==> config.mk <==
export PLATFORM = sky130hd
export DESIGN_NAME = oms_top
export DESIGN_NICKNAME = d
export VERILOG_FILES = /design/src/core/oms_pkg.sv /design/src/core/oms_top.sv /design/src/core/oms_rc_freq.sv
export VERILOG_INCLUDE_DIRS = /design/src /design/src/core
export SDC_FILE = /design/constraint.sdc
export NUM_CORES = 1
export LEC_CHECK = 0
export ABC_AREA = 1
export BUFFER_PORTS_ARGS = -buffer_cell sky130_fd_sc_hd__buf_2
export CELL_PAD_IN_SITES_DETAIL_PLACEMENT = 1
export CELL_PAD_IN_SITES_GLOBAL_PLACEMENT = 2
export CORE_UTILIZATION = 18
export DETAILED_ROUTE_END_ITERATION = 12
export PLACE_DENSITY = 0.76
export SLEW_MARGIN = 20
export SYNTH_ARGS = -nofsm -noshare
export SYNTH_HDL_FRONTEND = slang
export SYNTH_SLANG_ARGS = --single-unit
==> constraint.sdc <==
create_clock -name clock_i -period 2.29 [get_ports clock_i]
set_clock_uncertainty 0.15 [all_clocks]
set_input_delay 0.458 -clock clock_i [delete_from_list [all_inputs] [get_ports clock_i]]
set_output_delay 0.458 -clock clock_i [all_outputs]
set_load 0.02 [all_outputs]
==> src/core/oms_cfg.svh <==
// Constants for the oscillator mode select block
`ifndef OMS_CFG_SVH
`define OMS_CFG_SVH
`define OMS_MODE_ERC_IO   3'h0
`define OMS_MODE_ERC_OUT  3'h1
`define OMS_MODE_IRC_IO   3'h2
`define OMS_MODE_IRC_OUT  3'h3
`define OMS_MODE_LXT      3'h6
`define OMS_MODE_HXT      3'h7
`define OMS_MODE_RESET    3'h7
`define OMS_RCF_4MHZ      2'h3
`define OMS_RCF_8MHZ      2'h2
`define OMS_RCF_1MHZ      2'h1
`define OMS_RCF_455KHZ    2'h0
`define OMS_RCF_RESET     2'h3
`endif

==> src/core/oms_pkg.sv <==
// Types for the oscillator mode select block
package oms_pkg;
  typedef enum logic [1:0] {
    OMS_SRC_HXT,
    OMS_SRC_LXT,
    OMS_SRC_ERC,
    OMS_SRC_IRC
  } oms_src_t;
  typedef enum logic [1:0] {
    OMS_F_455K,
    OMS_F_1M,
    OMS_F_4M,
    OMS_F_8M
  } oms_rcf_t;
endpackage : oms_pkg

==> src/core/oms_top.sv <==
// Oscillator mode select: source decode and pin ownership
`timescale 1ns/1ps
`include "oms_cfg.svh"
// Function
// Decode three-bit field into four sources
// RC modes: low bit picks port or output
// External RC uses oscillator input pin
// Internal RC frees port5 bit5 pin
// Crystal modes dedicate both oscillator pins
// Unprogrammed field means high-frequency crystal
// Internal RC defaults 4MHz, alternatives selectable
// Outside clock may drive oscillator input
// Select 11=4M, 10=8M, 01=1M, 00=455k
module oms_top (
  input wire logic clock_i,
  input wire logic rst_i,
  input wire logic cfg_load_i,
  input wire logic clk_src_sel_b2_i,
  input wire logic clk_src_sel_b1_i,
  input wire logic clk_src_sel_b0_i,
  input wire logic rc_freq_sel_hi_i,
  input wire logic rc_freq_sel_lo_i,
  output oms_pkg::oms_src_t clk_src_o,
  output oms_pkg::oms_rcf_t rc_freq_o,
  output logic high_freq_crystal_mode_o,
  output logic low_freq_crystal_mode_o,
  output logic external_rc_mode_o,
  output logic internal_rc_mode_o,
  output logic osc_in_used_o,
  output logic oscillator_out_pin_en_o,
  output logic port7_bit0_gpio_o,
  output logic port5_bit5_gpio_o,
  output logic mode_invalid_o
);
  import oms_pkg::*;

  logic [2:0] mode_q;
  logic [1:0] rcf_q;
  logic [2:0] mode_d;
  logic [1:0] rcf_d;

  // Decode shared with the valid check
  function automatic logic mode_legal(input logic [2:0] m);
    mode_legal = (m[2] == 1'b0) || (m[2:1] == 2'b11);
  endfunction : mode_legal

  // Configuration word latched on every clock with cfg_load_i high and rst_i low; rst_i high loads the default; holds otherwise as fixed before run
  // time. Illegal codes (100/101) fall back to the unprogrammed default.
  assign mode_d = cfg_load_i ?
    (mode_legal({clk_src_sel_b2_i, clk_src_sel_b1_i, clk_src_sel_b0_i}) ?
     {clk_src_sel_b2_i, clk_src_sel_b1_i, clk_src_sel_b0_i} : `OMS_MODE_RESET) :
    mode_q;
  assign rcf_d = cfg_load_i ? {rc_freq_sel_hi_i, rc_freq_sel_lo_i} : rcf_q;

  always_ff @(posedge clock_i) begin
    if (rst_i) begin
      mode_q <= `OMS_MODE_RESET;
      rcf_q <= `OMS_RCF_RESET;
    end else begin
      mode_q <= mode_d;
      rcf_q <= rcf_d;
    end
  end

  logic is_erc;
  logic is_irc;
  logic is_lxt;
  logic is_hxt;
  assign is_erc = (mode_q[2:1] == 2'b00);
  assign is_irc = (mode_q[2:1] == 2'b01);
  assign is_lxt = (mode_q == `OMS_MODE_LXT);
  assign is_hxt = (mode_q == `OMS_MODE_HXT);

  assign clk_src_o = is_erc ? OMS_SRC_ERC : is_irc ? OMS_SRC_IRC :
                     is_lxt ? OMS_SRC_LXT : OMS_SRC_HXT;
  assign high_freq_crystal_mode_o = is_hxt;
  assign low_freq_crystal_mode_o = is_lxt;
  assign external_rc_mode_o = is_erc;
  assign internal_rc_mode_o = is_irc;
  assign mode_invalid_o = ~mode_legal(mode_q);

  // Input pin is the oscillator connection in every mode except internal RC;
  // the same pin also takes an outside clock in place of a crystal.
  assign osc_in_used_o = ~is_irc;
  // Crystals own the output pin; RC modes let bit 0 pick
  assign oscillator_out_pin_en_o = (is_lxt | is_hxt) | ((is_erc | is_irc) & mode_q[0]);
  assign port7_bit0_gpio_o = (is_erc | is_irc) & ~mode_q[0];
  assign port5_bit5_gpio_o = is_irc;

  oms_rc_freq u_rcf (
    .sel_i(rcf_q),
    .freq_o(rc_freq_o)
  );

  a_gpio_excl: assert property (@(posedge clock_i) disable iff (rst_i)
    !(port7_bit0_gpio_o && oscillator_out_pin_en_o)) else $error("pin both gpio and osc");
  a_xtal_pins: assert property (@(posedge clock_i) disable iff (rst_i)
    (is_lxt || is_hxt) |-> (!port7_bit0_gpio_o && !port5_bit5_gpio_o && osc_in_used_o))
    else $error("crystal pins offered as gpio");
  a_rc_lowbit: assert property (@(posedge clock_i) disable iff (rst_i)
    (mode_q[2] == 1'b0) |-> (oscillator_out_pin_en_o == mode_q[0]))
    else $error("rc low bit pin select wrong");
  a_erc_input: assert property (@(posedge clock_i) disable iff (rst_i)
    external_rc_mode_o |-> osc_in_used_o) else $error("erc input pin unused");
  a_irc_p55: assert property (@(posedge clock_i) disable iff (rst_i)
    port5_bit5_gpio_o == internal_rc_mode_o) else $error("p55 release wrong");
  a_reset_hxt: assert property (@(posedge clock_i)
    $past(rst_i) |-> (high_freq_crystal_mode_o && rc_freq_o == OMS_F_4M))
    else $error("reset default wrong");
  a_load_mode: assert property (@(posedge clock_i) disable iff (rst_i)
    (cfg_load_i && {clk_src_sel_b2_i, clk_src_sel_b1_i} == 2'b01) |=> internal_rc_mode_o)
    else $error("irc decode wrong");
  a_hold_mode: assert property (@(posedge clock_i) disable iff (rst_i)
    !cfg_load_i |=> $stable(clk_src_o)) else $error("mode changed without load");
  a_rcf_map: assert property (@(posedge clock_i) disable iff (rst_i)
    (cfg_load_i && !rc_freq_sel_hi_i && !rc_freq_sel_lo_i) |=> rc_freq_o == OMS_F_455K)
    else $error("455k encode wrong");
  a_rcf_4m: assert property (@(posedge clock_i) disable iff (rst_i)
    (cfg_load_i && rc_freq_sel_hi_i && rc_freq_sel_lo_i) |=> rc_freq_o == OMS_F_4M)
    else $error("4M encode wrong");
  a_rcf_8m: assert property (@(posedge clock_i) disable iff (rst_i)
    (cfg_load_i && rc_freq_sel_hi_i && !rc_freq_sel_lo_i) |=> rc_freq_o == OMS_F_8M)
    else $error("8M encode wrong");
  a_rcf_1m: assert property (@(posedge clock_i) disable iff (rst_i)
    (cfg_load_i && !rc_freq_sel_hi_i && rc_freq_sel_lo_i) |=> rc_freq_o == OMS_F_1M)
    else $error("1M encode wrong");
  a_lxt_decode: assert property (@(posedge clock_i) disable iff (rst_i)
    (cfg_load_i && clk_src_sel_b2_i && clk_src_sel_b1_i && !clk_src_sel_b0_i)
    |=> low_freq_crystal_mode_o) else $error("lxt decode wrong");
  a_erc_decode: assert property (@(posedge clock_i) disable iff (rst_i)
    (cfg_load_i && !clk_src_sel_b2_i && !clk_src_sel_b1_i) |=> external_rc_mode_o)
    else $error("erc decode wrong");
  // Codes 100 and 101 have no mode of their own
  a_illegal_hxt: assert property (@(posedge clock_i) disable iff (rst_i)
    (cfg_load_i && clk_src_sel_b2_i && !clk_src_sel_b1_i) |=> high_freq_crystal_mode_o)
    else $error("illegal code not mapped");
  a_mode_onehot: assert property (@(posedge clock_i) disable iff (rst_i)
    $onehot({high_freq_crystal_mode_o, low_freq_crystal_mode_o, external_rc_mode_o,
             internal_rc_mode_o})) else $error("mode flags not one-hot");
  a_xtal_out: assert property (@(posedge clock_i) disable iff (rst_i)
    (low_freq_crystal_mode_o || high_freq_crystal_mode_o) |-> oscillator_out_pin_en_o)
    else $error("crystal output pin released");
  a_mode_valid: assert property (@(posedge clock_i) disable iff (rst_i)
    !mode_invalid_o) else $error("stored mode illegal");
endmodule : oms_top

==> src/core/oms_rc_freq.sv <==
// Internal RC frequency select decoder
`timescale 1ns/1ps
`include "oms_cfg.svh"
module oms_rc_freq (
  input wire logic [1:0] sel_i,
  output oms_pkg::oms_rcf_t freq_o
);
  import oms_pkg::*;
  // Encoding of the two select bits
  assign freq_o = (sel_i == `OMS_RCF_4MHZ) ? OMS_F_4M :
                  (sel_i == `OMS_RCF_8MHZ) ? OMS_F_8M :
                  (sel_i == `OMS_RCF_1MHZ) ? OMS_F_1M : OMS_F_455K;
endmodule : oms_rc_freq

Word-level counts from Yosys, hierarchy flattened
Index checks and enable logic that the tools add are counted.

word-level totals
  output and inout bits = 13
  input bits = 8
  register bits after elaboration = 5

cells by class
  reductions and logical operators = 3
  equal/unequal tests = 8
  bitwise gates (word level) = 10
  mux-type cells = 7

operators with widths
  kind                  count
  $eq A2 B2 Y1 const B  4
  $mux W2               4
  $eq A3 B3 Y1 const B  2
  $not A1 Y1            5
  $eq A2 B1 Y1 const B  2
  $mux W3               1
  $or A1 B1 Y1          3
  $and A1 B1 Y1         2
  $logic_not A2 Y1      1
  $logic_or A1 B1 Y1    2
  $mux W1               2

Logic depth before layout (Yosys ltp)
  depth after elaboration = 4
  depth in mapped cells = 5

Cells and area by module
A second synthesis with hierarchy kept.

unflattened totals
  cells, all modules = 47
  area, all modules = 295.3 um^2

modules (own cells, without submodules)
  module       sequential area each (um^2)  area each (um^2)  instances  cells each
  oms_top      100.1                        251.5             1          40
  oms_rc_freq  0.0                          43.8              1          7

Worst setup path before layout
OpenSTA, ideal clock, no wires.

  path kind = register -> output
  start = register mode_q[1]
  end = output port5_bit5_gpio_o
  arrival = 0.998 ns
  cell stages (with the launch flop) = 4
  slack = 0.684 ns
  buffers on the path = 1
  cells stage by stage = dfxtp_1 > inv_1 > nor2_1 > buf_4

on the way
  word-level cells in the longest chain between the ends = 1

ends and longest elaborated chain
  what                    line           RTL
  from (decl)             oms_top.sv:37  logic [2:0] mode_q;
  from (signal assigned)  oms_top.sv:57  mode_q <= `OMS_MODE_RESET;
  from (signal assigned)  oms_top.sv:60  mode_q <= mode_d;
  $eq A2 B1 Y1            oms_top.sv:70  assign is_irc = (mode_q[2:1] == 2'b01);
  to (decl)               oms_top.sv:32  output logic port5_bit5_gpio_o,

Every way passes these cells.

Final worst setup path
  start = register rcf_q[0]
  end = output rc_freq_o[1]

on the way
  word-level cells in the longest chain between the ends = 3
  elaborated cells on any way between the ends = 4

ends and longest elaborated chain
  what                    line               RTL
  from (decl)             oms_top.sv:38      logic [1:0] rcf_q;
  from (signal assigned)  oms_top.sv:58      rcf_q <= `OMS_RCF_RESET;
  from (signal assigned)  oms_top.sv:61      rcf_q <= rcf_d;
  $eq A2 B2 Y1 (no line)  n/a
  $mux W2                 oms_rc_freq.sv:11  (sel_i == `OMS_RCF_8MHZ) ? OMS_F_8M :
  $mux W2 *               oms_rc_freq.sv:10  assign freq_o = (sel_i == `OMS_RCF_4MHZ) ? OMS_F_4M :
  to (decl)               oms_top.sv:24      output oms_pkg::oms_rcf_t rc_freq_o,

Mark *: on every way between the ends. The rest lies on a longest branch, timed or not.

==> results.md <==
* RSZ-0062 raised after global routing: no
* First-pass DRT Iterations at 2
* Dpl cells at 78
* Initial Util at 0.1938
* Final wirelength at 643 um
* Area Overhead vs Synth at 43.22%
* Status: completed
* Area share of fa/ha/maj cells after synthesis at 0.08475
* HPWL Detailed at 534.4 um
* Final period util at 0.7949
* Final setup fails at 0
* Most frequent cell after synthesis: inv_1
* Layout fillers at 218
* Synthesized net count at 54
* Core Region at 1524 sq um
* Clk root buf: clkbuf_4
* Clock sink count at 5
* Number of flops mapped to enable cells by yosys at 0
* DRC at 0
* Share of the yosys chip area belonging to registers at 0.3390
* Vias in the first global route at 302
* Hold buffer count at cts at 0
* Max_cap viols at 0
* Deepest clock path buffer count at 2
* CTS H-Tree Depth at 1
* Post-synthesis average cell area at 6.711 sq um
* Worst-Skew Late Latency at 0.23 ns
* Vias at 322
* Share of cells above drive strength 1 at 0.4091
* Post-Synth XOR/XNOR Area at 0
* Synth top area share at 0.3390
* Synth unique cells at 15
* Worst-path maximum fanout at 2
* Slew Limit Headroom at 0.8680
* WL/cell at 7.841 um
* CP Launch Type: register
* Core Util, Final at 0.2775
* Overall Power at 265.9 uW
* Post-Synth Simple-Gate Area at 0.2712
* Synth Area in Compound Gates at 0.1144
* Die footprint at 1806 sq um
* Post-synthesis cell count at 44
* Layout Cells excl Fill at 82
* Synth area leaders: dfxtp_1 (34%), inv_1 (11%), nand2_1 (10%)
* Hold Crit Class: in2reg
* Final hold violation count at 0
* Final nets at 77
* Initial antenna violation count at 0
* Die Height at 42.50 um
* Slew Limit Fails at 0
* Most frequent cells after synthesis: inv_1 (9), nand2_1 (8), nor2_1 (6)
* Crit. End Element: primary output
* Ports at 21
* Crit Path Class: reg2out
* Seq cells post-synth at 5
* Ys async rst share at 0
* Total gr overflow at 0
* CTS tree: yes
* Clock slew at reported path FFs at 0.04 ns
* Synth area leader: dfxtp_1
* Vias per cell at 3.927
* Largest family of logic cells by synthesized area: simple AND/OR/NAND/NOR gates
* Main synth FF type: dfxtp_1
* Post-DRT Antenna Nets at 0
* Multiplexer share of the synthesized area at 0
* Power density cells at 628.6 nW/um^2
* Max VDD drop at 0.1569 mV
* Buffers added on ports at 20
* Number of setup buffers added after CTS at 0
* Worst EP required at 1.68 ns
* LEAKAGE at 0.2684 nW
* Final min period at 1.820 ns
* Mapped Area at 295.3 sq um
* CTS-repair resized insts at 0
* Crit path DAT at 1.21 ns
* Measured slew at the worst slew-check pin at 0.1977 ns
* Setup TNS at 0 ns
* Pin count of the biggest net entering global routing at 11
* Hold slack at 0.2899 ns
* Peak Freq at 549.4 MHz
* Drt first-iter violations at 3
* Rows at 14
* CTS buffer count at 3
* GP Congestion at 0.7075
* N_diodes at 0
* Total GRT Usage at 0.08922
* Die W at 42.50 um
* First-pass GRT wire length at 1152 um
* Warnings, synthesis at 0
-- state kept, by name, summed over array words and instances (netlist names) --
name	cells
rcf_q	2
mode_q	3
-- worst max-delay path: stages, from the launching register on --
cell and delay, ns:
dfxtp_1 0.32, inv_1 0.06, ha_1 0.18, or2_2 0.26, buf_2 0.16
-- layer usage --
layer / share of wire / global-route usage
met2: 0.49 / 0.1385
met3: 0.059 / 0.02586
met5: 0 / 0
met4: 0 / 0.09375
met1: 0.45 / 0.09091
-- where the power goes --
group          internal (mW)  switching (mW)  total, mW
combinational         0.0255          0.0439     0.0695
sequential            0.0929         0.00550     0.0984
clock                 0.0656          0.0323     0.0980
total                  0.184          0.0818      0.266
-- cell usage in the layout (no fill, tap or decap), types with 2 or more instances in the layout --
cell,Yosys,layout
nor2_1,6,6
nand2_1,8,8
buf_2,0,20
dfxtp_1,5,5
ha_1,2,2
o21ai_0,2,2
inv_1,9,9
nand3_1,3,3
a21oi_1,2,2
clkbuf_4,0,3
-- per-stage QoR --
step | setup WS, ns | instance area, sq um
final | 0.4698 | 422.9
after global routing | 0.3800 | 422.9
after CTS | 0.4535 | 422.9
after detailed placement | 0.7126 | 396.6
after global placement | 0.7395 | 396.6
after floorplan | 0.6837 | 295.3
-- layout make-up --
type | instances | area [sq um] | share of cell area
well taps | 16 | 20.02 | 0.04734
multi-input cells | 27 | 138.9 | 0.3284
flip-flops and latches | 5 | 100.1 | 0.2367
repair buffers | 20 | 100.1 | 0.2367
clock buffers | 4 | 26.28 | 0.06213
inverters | 10 | 37.54 | 0.08876
-- worst paths after layout --
kind / depth (start not counted) / slack, ns / to / start
setup reg to reg: 4 / 1.45 / mode_q[0] / mode_q[0]
hold / removal: 3 / 0.29 / rcf_q[1] / rc_freq_sel_hi_i
setup / recovery: 4 / 0.47 / rc_freq_o[1] / rcf_q[0]
hold reg to reg: 2 / 0.35 / rcf_q[1] / rcf_q[1]
-- cell families after synthesis --
kind of cell,Yosys count
simple gates,19
buf+inv,12
fa+ha+maj,2
compound gates,6
flops,5
Power figures use the tool's default switching activity.
